--- config.mk ---
export PLATFORM = sky130hd
export DESIGN_NAME = aptsf_fabric
export DESIGN_NICKNAME = d
export VERILOG_FILES = /design/src/rtl/aptsf_pkg.sv /design/src/rtl/aptsf_edge_detect.sv /design/src/rtl/aptsf_fabric.sv
export SDC_FILE = /design/constraint.sdc
export NUM_CORES = 1
export LEC_CHECK = 0
export ABC_CLOCK_PERIOD_IN_PS = 2100
export BUFFER_PORTS_ARGS = -buffer_cell sky130_fd_sc_hd__buf_2
export CAP_MARGIN = 25
export CORE_MARGIN = 5
export CORE_UTILIZATION = 49
export CTS_CLUSTER_DIAMETER = 60
export DETAILED_ROUTE_END_ITERATION = 10
export MAX_ROUTING_LAYER = met4
export PLACE_DENSITY = 0.87
export SLEW_MARGIN = 10
export SYNTH_ARGS = -nofsm -noshare
export SYNTH_HDL_FRONTEND = slang
export SYNTH_SLANG_ARGS = --single-unit
--- constraint.sdc ---
create_clock -name clk -period 2.1 [get_ports clk]
set_input_delay 0.42 -clock clk [delete_from_list [all_inputs] [get_ports clk]]
set_output_delay 0.42 -clock clk [all_outputs]
set_load 0.05 [all_outputs]
--- src/rtl/aptsf_pkg.sv ---
package aptsf_pkg;

  // Register bus geometry
  localparam int ADDR_W = 8;
  localparam int DATA_W = 32;

  // Register offsets (byte addresses)
  localparam logic [ADDR_W-1:0] OFS_START_EN = 8'h00;
  localparam logic [ADDR_W-1:0] OFS_EDGE_SEL = 8'h04;
  localparam logic [ADDR_W-1:0] OFS_PAUSE    = 8'h08;
  localparam logic [ADDR_W-1:0] OFS_CLK_EN   = 8'h0C;
  localparam logic [ADDR_W-1:0] OFS_STATUS   = 8'h10;

  // Counts of modules and start sources
  localparam int NUM_ADC = 2;
  localparam int NUM_PWM = 4;
  localparam int NUM_SRC = 4;

  // Start source numbering inside one ADC's enable nibble
  localparam int SRC_PIN   = 0;
  localparam int SRC_DONE  = 1;
  localparam int SRC_PWM   = 2;
  localparam int SRC_MATCH = 3;

  // Trigger timer match that starts the PWM chain
  localparam int PWM_KICK_MATCH = 3;

  // Field positions
  localparam int CLK_EN_ADC_LSB = 0;
  localparam int CLK_EN_PWM_LSB = 2;
  localparam int STAT_CNT0_LSB  = 8;
  localparam int STAT_CNT1_LSB  = 16;

  // Values after reset
  localparam logic [7:0] RST_START_EN = 8'h00;
  localparam logic [1:0] RST_EDGE_SEL = 2'h3;
  localparam logic       RST_PAUSE    = 1'b0;
  localparam logic [5:0] RST_CLK_EN   = 6'h3F;

  // Synchroniser depth for pin inputs
  localparam int SYNC_STAGES = 2;

endpackage

--- src/rtl/aptsf_edge_detect.sv ---
`timescale 1ns/1ps
// Optional two-stage synchroniser followed by an edge detector
module aptsf_edge_detect
  import aptsf_pkg::*;
#(
  parameter bit DO_SYNC = 1'b1
) (
  input  wire logic clk,
  input  wire logic resetn,
  input  wire logic sigIn,
  input  wire logic useRise,
  output logic      pulse,
  output logic      level
);

  logic meta_ff;
  logic sync_ff;
  logic prev_ff;
  logic cur;

  // First stage feeds only the second stage
  always_ff @(posedge clk or negedge resetn) begin
    if (!resetn) begin
      meta_ff <= 1'b0;
      sync_ff <= 1'b0;
    end else begin
      meta_ff <= sigIn;
      sync_ff <= meta_ff;
    end
  end

  assign cur = DO_SYNC ? sync_ff : sigIn;

  // Previous level, for the edge compare
  always_ff @(posedge clk or negedge resetn) begin
    if (!resetn) begin
      prev_ff <= 1'b0;
    end else begin
      prev_ff <= cur;
    end
  end

  // One pulse per edge, whatever the level's length
  assign pulse = useRise ? (cur & ~prev_ff) : (~cur & prev_ff);
  assign level = cur;

endmodule // aptsf_edge_detect

--- src/rtl/aptsf_fabric.sv ---
// Added by the designer: the register addresses and strobed register access.
`timescale 1ns/1ps
// Notes on behaviour
// - Each ADC has four start inputs; any enabled one starts it while that ADC's clock is enabled.
// - Start 0 is the external pin, on a selectable rising or falling edge.
// - Start 1 is the other ADC's done pulse, captured on the bus clock.
// - ADC 0 done feeds ADC 1 start 1, and ADC 1 done feeds ADC 0.
// - Start 2 is the OR of the PWM period markers, edge-detected without resynchronisation.
// - Start 3 of both ADCs comes from trigger timer match outputs.
// - PWM 0 sync and transfer arm come from trigger timer fourth match.
// - Sync cascades PWM to PWM; each PWM applies its own delay.
// - Each carrier timer match drives the matching PWM carrier input while that PWM's clock is enabled.
// - Carrier timer pause comes from an external pin through a two-stage synchroniser.
// - Carrier timer stops advancing while its pause is asserted.
// - Trigger timer pause is the NOR of all PWM period markers, ANDed with the pause register bit.
// - With gating on, trigger timer advances only while a marker is high.
// - Both timers' capture inputs see the ADC start pulses, for debug.
// - Each ADC has separate bus-side and conversion clock areas.
// - Unused PWM or ADC clocks can be gated off without disturbing others.
module aptsf_fabric
  import aptsf_pkg::*;
(
  input  wire logic               clk,
  input  wire logic               resetn,
  input  wire logic [ADDR_W-1:0]  addr,
  input  wire logic [DATA_W-1:0]  wrData,
  input  wire logic               wrEn,
  input  wire logic               rdEn,
  output logic      [DATA_W-1:0]  rdData,
  input  wire logic [NUM_ADC-1:0] extStartPin,
  input  wire logic [NUM_ADC-1:0] adcDone,
  input  wire logic [NUM_PWM-1:0] pwmSyncOut,
  input  wire logic [NUM_PWM-1:0] trigTimerMatch,
  input  wire logic [NUM_PWM-1:0] carrierTimerMatch,
  input  wire logic               carrierPausePin,
  output logic      [NUM_ADC-1:0] adcStart,
  output logic      [NUM_ADC-1:0] trigTimerCapture,
  output logic      [NUM_ADC-1:0] carrierTimerCapture,
  output logic      [NUM_PWM-1:0] pwmSyncIn,
  output logic                    pwmTransArm0,
  output logic      [NUM_PWM-1:0] pwmCarrier,
  output logic                    trigTimerPause,
  output logic                    carrierTimerPause,
  output logic      [NUM_ADC-1:0] adcBusClkEn,
  output logic      [NUM_ADC-1:0] adcConvClkEn,
  output logic      [NUM_PWM-1:0] pwmClkEn
);

  //////////////////////////////////////////////////////////////////////////////
  // Configuration registers

  logic [7:0]         startEn_ff;
  logic [NUM_ADC-1:0] edgeRise_ff;
  logic               pauseEn_ff;
  logic [5:0]         clkEn_ff;
  logic [7:0]         startCnt0_ff;
  logic [7:0]         startCnt1_ff;
  logic [DATA_W-1:0]  rdData_ff;

  // Software writes; strobes never wait
  always_ff @(posedge clk or negedge resetn) begin
    if (!resetn) begin
      startEn_ff  <= RST_START_EN;
      edgeRise_ff <= RST_EDGE_SEL;
      pauseEn_ff  <= RST_PAUSE;
      clkEn_ff    <= RST_CLK_EN;
    end else if (wrEn) begin
      unique case (addr)
        OFS_START_EN: startEn_ff  <= wrData[7:0];
        OFS_EDGE_SEL: edgeRise_ff <= wrData[NUM_ADC-1:0];
        OFS_PAUSE:    pauseEn_ff  <= wrData[0];
        OFS_CLK_EN:   clkEn_ff    <= wrData[5:0];
        default: ;
      endcase
    end
  end

  //////////////////////////////////////////////////////////////////////////////
  // Start source capture

  logic [NUM_ADC-1:0] pinPulse;
  logic [NUM_ADC-1:0] pinLevel;
  logic [NUM_ADC-1:0] donePulse;
  logic               markerPulse;
  logic               matchPulse;
  logic               carrierPauseLvl;
  logic [NUM_SRC-1:0] srcPulse [NUM_ADC];
  logic [NUM_SRC-1:0] srcEn    [NUM_ADC];
  logic [NUM_ADC-1:0] startNow;

  genvar a;
  generate
    for (a = 0; a < NUM_ADC; a++) begin : g_adc
      // Pin is asynchronous, so it is synchronised first
      aptsf_edge_detect #(.DO_SYNC(1'b1)) u_pin (
        .clk     (clk),
        .resetn  (resetn),
        .sigIn   (extStartPin[a]),
        .useRise (edgeRise_ff[a]),
        .pulse   (pinPulse[a]),
        .level   (pinLevel[a])
      );
      // Cross-coupled done: the other ADC's done is this ADC's start 1
      aptsf_edge_detect #(.DO_SYNC(1'b0)) u_done (
        .clk     (clk),
        .resetn  (resetn),
        .sigIn   (adcDone[NUM_ADC-1-a]),
        .useRise (1'b1),
        .pulse   (donePulse[a]),
        .level   ()
      );
      // Source vector and enables per ADC
      assign srcPulse[a] = {matchPulse, markerPulse, donePulse[a], pinPulse[a]};
      assign srcEn[a]    = startEn_ff[a*NUM_SRC +: NUM_SRC];
      // A stopped ADC takes no starts
      assign startNow[a] = |(srcPulse[a] & srcEn[a]) & clkEn_ff[CLK_EN_ADC_LSB + a];
    end
  endgenerate

  // Period markers of all PWMs form start 2
  aptsf_edge_detect #(.DO_SYNC(1'b0)) u_marker (
    .clk     (clk),
    .resetn  (resetn),
    .sigIn   (|pwmSyncOut),
    .useRise (1'b1),
    .pulse   (markerPulse),
    .level   ()
  );

  // Trigger timer matches form start 3 of both ADCs
  aptsf_edge_detect #(.DO_SYNC(1'b0)) u_match (
    .clk     (clk),
    .resetn  (resetn),
    .sigIn   (|trigTimerMatch),
    .useRise (1'b1),
    .pulse   (matchPulse),
    .level   ()
  );

  // Pause pin is asynchronous, level only
  aptsf_edge_detect #(.DO_SYNC(1'b1)) u_cpause (
    .clk     (clk),
    .resetn  (resetn),
    .sigIn   (carrierPausePin),
    .useRise (1'b1),
    .pulse   (),
    .level   (carrierPauseLvl)
  );

  //////////////////////////////////////////////////////////////////////////////
  // Start outputs and debug capture

  // Starts also reach both timers' capture inputs
  always_ff @(posedge clk or negedge resetn) begin
    if (!resetn) begin
      adcStart            <= '0;
      trigTimerCapture    <= '0;
      carrierTimerCapture <= '0;
    end else begin
      adcStart            <= startNow;
      trigTimerCapture    <= startNow;
      carrierTimerCapture <= startNow;
    end
  end

  // Starts seen per ADC, wrapping
  always_ff @(posedge clk or negedge resetn) begin
    if (!resetn) begin
      startCnt0_ff <= '0;
      startCnt1_ff <= '0;
    end else begin
      startCnt0_ff <= startCnt0_ff + 8'(startNow[0]);
      startCnt1_ff <= startCnt1_ff + 8'(startNow[1]);
    end
  end

  //////////////////////////////////////////////////////////////////////////////
  // PWM sync chain, carriers and timer pauses

  logic [NUM_PWM-1:0] pwmOn;
  assign pwmOn = clkEn_ff[CLK_EN_PWM_LSB +: NUM_PWM];

  // Delay itself lives in each PWM; the fabric only chains the pulses
  always_ff @(posedge clk or negedge resetn) begin
    if (!resetn) begin
      pwmSyncIn    <= '0;
      pwmTransArm0 <= 1'b0;
      pwmCarrier   <= '0;
    end else begin
      pwmSyncIn    <= {pwmSyncOut[NUM_PWM-2:0], trigTimerMatch[PWM_KICK_MATCH]};
      pwmTransArm0 <= trigTimerMatch[PWM_KICK_MATCH];
      pwmCarrier   <= carrierTimerMatch & pwmOn;
    end
  end

  // Gating off: the trigger timer never pauses
  always_ff @(posedge clk or negedge resetn) begin
    if (!resetn) begin
      trigTimerPause    <= 1'b0;
      carrierTimerPause <= 1'b0;
    end else begin
      trigTimerPause    <= pauseEn_ff & ~(|pwmSyncOut);
      carrierTimerPause <= carrierPauseLvl;
    end
  end

  // Both ADC clock areas share one enable; other modules are untouched
  always_ff @(posedge clk or negedge resetn) begin
    if (!resetn) begin
      adcBusClkEn  <= RST_CLK_EN[CLK_EN_ADC_LSB +: NUM_ADC];
      adcConvClkEn <= RST_CLK_EN[CLK_EN_ADC_LSB +: NUM_ADC];
      pwmClkEn     <= RST_CLK_EN[CLK_EN_PWM_LSB +: NUM_PWM];
    end else begin
      adcBusClkEn  <= clkEn_ff[CLK_EN_ADC_LSB +: NUM_ADC];
      adcConvClkEn <= clkEn_ff[CLK_EN_ADC_LSB +: NUM_ADC];
      pwmClkEn     <= pwmOn;
    end
  end

  //////////////////////////////////////////////////////////////////////////////
  // Read port, data one cycle after the strobe

  always_ff @(posedge clk or negedge resetn) begin
    if (!resetn) begin
      rdData_ff <= '0;
    end else if (rdEn) begin
      unique case (addr)
        OFS_START_EN: rdData_ff <= {24'h00_0000, startEn_ff};
        OFS_EDGE_SEL: rdData_ff <= {30'h0000_0000, edgeRise_ff};
        OFS_PAUSE:    rdData_ff <= {31'h0000_0000, pauseEn_ff};
        OFS_CLK_EN:   rdData_ff <= {26'h000_0000, clkEn_ff};
        OFS_STATUS:   rdData_ff <= {8'h00, startCnt1_ff, startCnt0_ff,
                                    5'h00, carrierPauseLvl, pinLevel};
        default:      rdData_ff <= '0;
      endcase
    end else begin
      rdData_ff <= '0;
    end
  end

  assign rdData = rdData_ff;
endmodule // aptsf_fabric

==> metrics.yaml, run 1 <==
status: "finished clean"
finalWeightedCongestion: 0.798
cts_root_buffer: "clkbuf_8"
cpPeakStageDelay_ps: 480
maxCapViolCount: 0
p_leak_nw: 2.05
synth_fa_ha_area_share_pct: 1.52
synth_mux_area_share_pct: 7.54
fin_hold_ws_ps: 22.8
use_met2_pct: 26.5
netlist_instances: 228
dp_cells: 388
clk_pin_slew_worst_paths_ps: 80
synth-async-reset-ratio_pct: 100
cts_inserted_buffers: 9
path_max_fanout: 4
setup_viol: 0
cts.sink_count: 87
ios: 118
synth_area_per_cell_um2: 14.4
p_clk_share_pct: 33.7
p_sw_mw: 0.756
dp_hpwl_um: 4690
dr.pass1.iters: 4
synthToLayoutAreaGrowth_pct: 21.7
clockBufferDepth: 2
power_density_nw_per_um2: 755
initial_core_util_pct: 51.2
drive_gt1_share_pct: 47.1
busiest_layer: "met2"
synth_edf_count: 0
comb_power_share_pct: 8.1
drt-wirelength-per-cell_um: 16.3
pre_cts_ws_ps: -252
hold_class: "primary input to asynchronous set/reset pin"
finalNonFillerCells: 404
power.internal_mw: 2.26
die_h_um: 91.9
synth_top_family_by_area: "simple AND/OR/NAND/NOR gates"
drc: 0
dieWidth_um: 91.9
swShare_pct: 25.0
seq_area_frac_synth_pct: 66.8
synth_xor_area_share_pct: 3.46
tightest_slew_ps: 482
ys_seq_elements: 87
grt_util_met3_pct: 4.34
wl_um: 6580
critPathArrivalTime_ps: 2250
yosys-top-cells-area: "dfrtp_1 (56%), dfstp_2 (11%), mux2_2 (6.9%)"
hold_violations: 0
die-area_um2: 8450
grtUsageMet1_pct: 19.9
cts.htree.levels: 3
max_freq_mhz: 501
max_slew_margin_pct: 67.4
cts_setup_buffers: 0
yosysUniqueCellTypes: 37
synth_flop_cell: "dfrtp_1"
yosysWarnings: 0
period_needed_ps: 2000
p_seq_share_pct: 58.2
antenna_found_initial: 0
finalPower_mw: 3.02
cp-start-kind: "flip-flop"
grt_pass1_vias: 2149
end_kind: "flip-flop"
required_ps: 2350
fin_ws_ps: 104
vias: 2043
viasPerCell: 5.06
final.period_utilization_pct: 95.1
synth_area_um2: 3290
path_class: "flip-flop to flip-flop"
diodes: 0
synthTopCellsByCount: "dfrtp_1 (73), and2_1 (22), mux2_2 (20)"
path_cells: "nor4bb_1 > o31ai_2 > o221ai_2 > ha_1 > and3_1 > nand3_1 > xnor2_1"
fin_nets: 387
grt_max_degree: 37
synth_top_cell_by_area: "dfrtp_1"
rrSetupSlack_ps: 100
ant_nets: 0
placementRows: 29
port_buffers: 85
synth-simple-area-share_pct: 14.0
core_um2: 6420
slew_violations: 0
synth-compound-area-share_pct: 2.36
synth_most_common_cell: "dfrtp_1"
grtUsageTotal_pct: 16.4
grt_pass1_wl_um: 10500
clk_latency_ps: 350
synth_top_area_share_pct: 55.6
first_iter_violations: 57
grt-ovfl-total: 0
tritoncts: "done"
ir_worst_vdd_mv: 0.499
fin_worst_skew_ps: 7.00
crit_slowest_cell: "nor4bb_1"
-- routing by layer --
| layer | vias to the layer above | wire, µm |
|---|---|---|
| met2 | 74 | 3330 |
| met4 | 0 | 75 |
| met3 | 7 | 420 |
| met5 | - | 0 |
| met1 | 1016 | 2760 |
| li1 | 946 | - |
-- cell usage in the layout, fill, tap and decap left out, types with 2 or more instances in the layout --
master and n:
clkbuf_8 10, nor3_1 4, dfrtp_1 73, and3b_1 2, and4b_1 2, and3_1 4
mux2_2 20, buf_2 84, and2_1 22, xor2_1 4, nand4b_1 2, nand3_1 5
dfstp_2 14, conb_1 8, nand3_2 2, clkinvlp_4 2, nor4bb_1 2, xnor2_1 9
o221ai_2 2, a22oi_1 3, clkbuf_1 3, nand2_1 11, buf_4 11, nor2_1 4
inv_1 2, a32oi_1 2, and4_1 2, ha_1 3
-- power groups by stage --
| stage | registers [mW] | logic [mW] | clock network [mW] |
|---|---|---|---|
| 2_1_floorplan | 1.83 | 0.108 | 0 |
| 3_3_place_gp | 1.78 | 0.238 | 0 |
| 3_5_place_dp | 1.79 | 0.244 | 0 |
| 4_1_cts | 1.75 | 0.244 | 1.03 |
| 5_1_grt | 1.76 | 0.265 | 1.11 |
| 6_report | 1.76 | 0.245 | 1.02 |
-- kinds of logic (layout without fill, tap and decap cells) --
logic type,count (synthesis),count (layout)
flip-flops,87,87
AO/OA/AOI/OAI,10,10
other,1,8
buffers and inverters,21,113
multiplexers,21,21
adder cells (fa/ha/maj),4,4
XOR/XNOR,13,13
AND/OR/NAND/NOR,71,71
-- state kept, by name, indices dropped and copies added, names as in the netlist, 2 cells and up --
signal                flops
edgeRise_ff               2
g_adc.u_pin.meta_ff       2
startEn_ff                8
pwmClkEn                  4
pwmCarrier                4
startCnt1_ff              8
clkEn_ff                  6
startCnt0_ff              8
adcConvClkEn              2
g_adc.u_done.prev_ff      2
g_adc.u_pin.prev_ff       2
rdData                   24
carrierTimerCapture       2
pwmSyncIn                 4
g_adc.u_pin.level         2
-- critical path, delay by kind of cell (launching register included) --
family | cells | cell delay, ps
and+or+nand+nor | 3 | 840
DFF | 1 | 410
AOI/OAI and AO/OA | 2 | 250
adders and majority gates | 1 | 220
xor gates and xnor gates | 1 | 190
-- final cells by class --
cell class	count	area, µm²
clock inverter	3	20.0
inverter	2	7.51
tap	77	96.3
timing repair buffer	95	503
sequential	87	2190
clock buffer	13	149
multi-input combinational	127	1030
fill	489	2420
-- per-stage QoR --
stage | instance area, µm² | util [%] | TNS (ps)
after floorplan | 3310 | - | 0
after global placement | 3780 | 58.9 | -763
after detailed placement | 3780 | 58.9 | -1400
after CTS | 3960 | 61.6 | 0
after global routing | 4000 | 62.3 | -57.0
final | 4000 | 62.3 | 0
-- worst paths after layout --
path	to	startpoint	cells past startpoint
worst max-delay path	startCnt1_ff[7]	g_adc[1].u_pin.level	7
worst min-delay path	startCnt1_ff[1]	resetn	1
worst max register to register	startCnt1_ff[7]	g_adc[1].u_pin.level	7
worst min register to register	g_adc[0].u_pin.level	g_adc[0].u_pin.meta_ff	0
max in group asynchronous	rdData[9]	resetn	2
min in group clk	g_adc[1].u_pin.meta_ff	extStartPin[1]	1
-- what timing repair did --
action	4_1_cts	5_1_grt
resized for setup	1	7
pin swaps	0	2
endpoints found under the setup margin	1	5
hold buffers	0	0
(Power assumes the default switching activity.)
==> run 2, diff against run 1 <==
--- a/config.mk
+++ b/config.mk
@@ -8,10 +8,13 @@
 export ABC_CLOCK_PERIOD_IN_PS = 2100
 export BUFFER_PORTS_ARGS = -buffer_cell sky130_fd_sc_hd__buf_2
 export CAP_MARGIN = 25
+export CELL_PAD_IN_SITES_DETAIL_PLACEMENT = 0
+export CELL_PAD_IN_SITES_GLOBAL_PLACEMENT = 1
 export CORE_MARGIN = 5
-export CORE_UTILIZATION = 49
+export CORE_UTILIZATION = 39
 export CTS_CLUSTER_DIAMETER = 60
 export DETAILED_ROUTE_END_ITERATION = 10
+export GPL_TIMING_DRIVEN = 0
 export MAX_ROUTING_LAYER = met4
 export PLACE_DENSITY = 0.87
 export SLEW_MARGIN = 10
==> metrics.yaml, run 2 (same netlist as run 1, synthesis figures left out) <==
vias: 2035  # -0.39%
cts_inserted_buffers: 9  # unchanged
grt_pass1_wl_um: 10500  # about the same
power_density_nw_per_um2: 784  # +3.8%
clk_latency_ps: 350  # about the same
cts.htree.levels: 3  # unchanged
synthToLayoutAreaGrowth_pct: 25.5
fin_worst_skew_ps: 6.80  # -0.196 ps
finalWeightedCongestion: 0.852  # +6.7%
drive_gt1_share_pct: 48.1  # +0.96 points
reg2reg_depth: 8  # +1
final_core_util_pct: 50.2  # -12 points
path_max_fanout: 4  # unchanged
maxCapViolCount: 0  # unchanged
drc: 0  # unchanged
rsz0062_at_grt: "no"
cp-start-kind: "flip-flop"
largest_reg_flops: 24  # unchanged
clockBufferDepth: 2  # unchanged
final.period_utilization_pct: 93.5  # -1.6 points
tightest_slew_ps: 571  # +88.9 ps
fillerInstances: 748  # +53%
slew_violations: 0  # unchanged
fin_nets: 395  # +2.1%
tritoncts: "done"
initial_core_util_pct: 40.0  # -11 points
hold_buffers: 0  # unchanged
antenna_found_initial: 0  # unchanged
die_h_um: 102  # +11%
first_iter_violations: 63  # +11%
ios: 118  # unchanged
grt_max_degree: 53  # +43%
grtUsageTotal_pct: 13.6  # -2.7 points
crit_path_start: "g_adc[0].u_pin.level"
wl_um: 6430  # -2.3%
placementRows: 33  # +14%
drt-wirelength-per-cell_um: 14.6  # -10%
period_needed_ps: 1960  # -33.1 ps
final_cell_mix: "buf_2 (84), dfrtp_1 (73), and2_1 (22)"
max_freq_mhz: 509  # +1.7%
critPathArrivalTime_ps: 2240  # about the same
dr.pass1.iters: 4  # unchanged
dieWidth_um: 102  # +11%
worstReg2RegStart: "g_adc[0].u_pin.level"
grt-ovfl-total: 0  # unchanged
diodes: 0  # unchanged
max_slew_margin_pct: 61.8  # -5.6 points
grt_pass1_vias: 2134  # -0.70%
ir_worst_vdd_mv: 0.439  # -12%
dp_hpwl_um: 4870  # +3.8%
port_buffers: 82  # -3.5%
ant_nets: 0  # unchanged
cts_root_buffer: "clkbuf_8"
viasPerCell: 4.63  # -8.5%
die-area_um2: 10400  # +23%
end_kind: "flip-flop"
core_um2: 8220  # +28%
hold_class: "primary input to asynchronous set/reset pin"
setup_viol: 0  # unchanged
final_common_cell: "buf_2"
p_leak_nw: 2.13  # +3.8%
path_class: "flip-flop to flip-flop"
clk_pin_slew_worst_paths_ps: 80  # about the same
hold_violations: 0  # unchanged
finalSetupTns_ps: 0  # unchanged
required_ps: 2380  # +30 ps
status: "finished clean"
cts.sink_count: 87  # unchanged
==> run 2: worst max-delay path, cell delays in order, from the launching register on <==
cell      delay [ps]
dfrtp_1          420
and4b_1          220
o31ai_2          260
o221ai_2         160
ha_2             220
ha_1             200
and3_1           210
nand3_1          100
xnor2_1          110
==> run 2: metal layers <==
layer | GRT usage (%) | share of wire [%] | up-vias
met5 | - | 0 | -
met4 | 2.76 | 0.28 | 0
met3 | 4.48 | 6.8 | 3
met2 | 22.1 | 52 | 70
met1 | 16.7 | 41 | 998
li1 | - | - | 964
==> run 2: final timing paths <==
path                                          end  slack [ps]
setup / recovery                  startCnt0_ff[6]         140
hold / removal                         rdData[18]          20
setup reg to reg                  startCnt0_ff[6]         140
hold reg to reg              g_adc[1].u_pin.level         350
max in group asynchronous             pwmClkEn[3]        1420
min in group clk           g_adc[1].u_pin.meta_ff         180
==> run 2: layout make-up <==
type | count | area (µm²) | share of cell area [%]
plain buffers | 19 | 131 | 3.18
clock inverters | 6 | 85.1 | 2.06
flip-flops and latches | 87 | 2190 | 53.2
multi-input cells | 127 | 1000 | 24.2
well taps | 105 | 131 | 3.18
inverters | 2 | 7.51 | 0.182
clock buffers | 10 | 128 | 3.09
repair buffers | 84 | 448 | 10.9
==> run 2: repair_timing <==
| action | in CTS | in global routing |
|---|---|---|
| endpoints found under the hold margin | 0 | 0 |
| setup buffers | 1 | 0 |
| gates resized for setup | 1 | 3 |
| pin swaps | 0 | 0 |
| setup endpoints to repair | 1 | 6 |
==> run 2: where the power goes <==
part	switching, mW	internal, mW	total [mW]
registers	0.0272	1.73	1.75
logic	0.170	0.0841	0.254
clock network	0.560	0.666	1.23
total	0.757	2.48	3.23
==> run 2: per-stage QoR <==
step / worst slack (ps) / instances / instance area [µm²] / power (mW) / hold slack (ps)
2_1_floorplan: 45.5 / 235 / 3310 / 1.93 / 124
3_3_place_gp: -266 / 422 / 3850 / 2.03 / 333
3_5_place_dp: -302 / 423 / 3880 / 2.04 / 338
4_1_cts: 32.7 / 440 / 4110 / 3.28 / 14.4
5_1_grt: 11.9 / 440 / 4130 / 3.38 / 42.5
6_report: 137 / 440 / 4130 / 3.23 / 18.7
==> run 3, diff against run 2 <==
--- a/config.mk
+++ b/config.mk
@@ -20,4 +20,5 @@
 export SLEW_MARGIN = 10
 export SYNTH_ARGS = -nofsm -noshare
 export SYNTH_HDL_FRONTEND = slang
+export SYNTH_HIERARCHICAL = 1
 export SYNTH_SLANG_ARGS = --single-unit
==> metrics.yaml, run 3 <==
initial_core_util_pct: 39.4  # -0.57 points
die_h_um: 103  # +1.4%
fin_worst_skew_ps: 11.2  # +4.44 ps
synth_area_um2: 3390  # +3.1%
hold_class: "primary input to asynchronous set/reset pin"
ir_worst_vdd_mv: 0.549  # +25%
end_kind: "flip-flop"
final_cell_mix: "buf_2 (85), dfrtp_1 (73), mux2_2 (21)"
hold_violations: 0  # unchanged
rrSetupSlack_ps: 70  # -70 ps
vias: 2186  # +7.4%
first_iter_violations: 73  # +16%
cts.sink_count: 87  # unchanged
setup_viol: 0  # unchanged
fin_nets: 420  # +6.3%
critPathArrivalTime_ps: 2340  # +100 ps
yosysWarnings: 6  # +6
status: "finished clean"
slew_violations: 0  # unchanged
p_leak_nw: 2.16  # +1.4%
wl_um: 6950  # +8.0%
synthToLayoutAreaGrowth_pct: 26.4
worst-path-buf-inv: 1  # +1
multi_input_area_um2: 1130  # +13%
die-area_um2: 10700  # +2.8%
cpPeakStageDelay_ps: 530  # +110 ps
dieWidth_um: 103  # +1.4%
cts_inserted_buffers: 9  # unchanged
ant_nets: 0  # unchanged
worstReg2RegStart: "edgeRise_ff[1]"
clk_latency_ps: 360  # about the same
fillerInstances: 781  # +4.4%
crit_path_frequent_cell: "ha_2"
netlist_instances: 244  # +7.0%
path_delay_family: "simple AND/OR/NAND/NOR gates"
rsz0062_at_grt: "yes"
clk_pin_slew_worst_paths_ps: 90  # about the same
grt_pass1_wl_um: 11100  # +6.5%
synth_area_per_cell_um2: 13.9  # -3.7%
cp-start-kind: "primary input"
tightest_slew_ps: 513  # -57.8 ps
path_cells: "buf_2 > or4_4 > nand3b_1 > o21ai_2 > a22oi_2 > a21boi_2 > ha_2 > ha_2 > and3_4 > nand3_1 > xnor2_1"
core_um2: 8590  # +4.6%
cts.htree.levels: 3  # unchanged
fin_hold_ws_ps: 13.6  # -5.06 ps
maxCapViolCount: 0  # unchanged
period_needed_ps: 2060  # +93.1 ps
grt_pass1_vias: 2268  # +6.3%
grtUsageTotal_pct: 14.4  # +0.81 points
port_buffers: 82  # unchanged
diodes: 0  # unchanged
power_density_nw_per_um2: 749  # -4.4%
finalPower_mw: 3.21  # -0.79%
drc: 0  # unchanged
fin_ws_ps: 43.6  # -93.1 ps
path_max_fanout: 2  # -2
path_class: "primary input to flip-flop"
grt-ovfl-total: 0  # unchanged
reg2reg_depth: 9  # +1
required_ps: 2390  # about the same
cts_root_buffer: "clkbuf_8"
final.period_utilization_pct: 97.9  # +4.4 points
crit_slowest_cell: "or4_4"
viasPerCell: 4.67  # +0.99%
clockBufferDepth: 2  # unchanged
dr.pass1.iters: 4  # unchanged
seqCellArea_um2: 2190  # unchanged
tritoncts: "done"
rr_endpoint: "startCnt1_ff[6]"
ios: 118  # unchanged
drive_gt1_share_pct: 52.2  # +4.2 points
drt-wirelength-per-cell_um: 14.8  # +1.6%
max_freq_mhz: 486  # -4.5%
grt_max_degree: 52  # -1.9%
largest_reg_flops: 24  # unchanged
final_common_cell: "buf_2"
antenna_found_initial: 0  # unchanged
pre_cts_ws_ps: -601  # -299 ps
placementRows: 34  # +3.0%
finalWeightedCongestion: 0.787  # -7.7%
dp_hpwl_um: 5110  # +4.9%
max_slew_margin_pct: 65.8  # +4.0 points
run 3: worst register-to-register path: stages, from the launching register on:
cell      delay, ps
dfstp_2         570
nand3b_1        110
o21ai_2          70
a22oi_1         120
a21boi_2        190
ha_2            220
ha_2            180
and3_1          200
nand3_1         110
xnor2_1         140
run 3: per-layer routing:
metal | wire length, µm | track usage [%]
met5 | 0 | -
met4 | 111 | 5.68
met3 | 542 | 5.03
met2 | 3560 | 22.7
met1 | 2740 | 17.1
run 3: cell type report:
cell class	count	area share (%)
plain buffers	22	3.45
clock buffers	9	2.89
clock inverters	7	1.87
inverters	2	0.175
multi-input cells	147	26.4
flip-flops and latches	87	51.2
well taps	108	3.16
repair buffers	86	10.8
run 3: timing repair:
action / in CTS / in global routing
setup endpoints to repair: 3 / 4
resized for setup: 7 / 3
hold buffers: 0 / 0
setup buffers: 3 / 0
hold endpoints to repair: 0 / 0
pin swaps: 6 / 6
gates cloned: 0 / 0
run 3: worst max path at each step:
stage | endpoint | start | slack, ps | cells past startpoint
2_1_floorplan | startCnt0_ff[6] | edgeRise_ff[0] | 290 | 9
3_3_place_gp | startCnt0_ff[6] | pwmSyncOut[1] | -480 | 11
3_5_place_dp | startCnt0_ff[6] | pwmSyncOut[1] | -600 | 11
4_1_cts | startCnt0_ff[6] | pwmSyncOut[3] | 4 | 11
5_1_grt | startCnt1_ff[6] | edgeRise_ff[1] | -10 | 9
6_report | startCnt0_ff[6] | pwmSyncOut[3] | 40 | 11
run 3: power breakdown:
part | leakage (nW) | internal, mW | switching [mW]
combinational | 0.951 | 0.0936 | 0.186
sequential | 1.12 | 1.73 | 0.0248
clock | 0.0900 | 0.561 | 0.618
run 3: per-stage QoR:
| step | setup TNS (ps) | util, % | instance area (µm²) | cells |
|---|---|---|---|---|
| final | 0 | 49.8 | 4280 | 468 |
| after global routing | -13.9 | 49.8 | 4280 | 468 |
| after CTS | 0 | 49.7 | 4270 | 468 |
| after detailed placement | -4180 | 46.8 | 4020 | 449 |
| after global placement | -8440 | 46.4 | 3990 | 448 |
| after floorplan | 0 | - | 3440 | 258 |
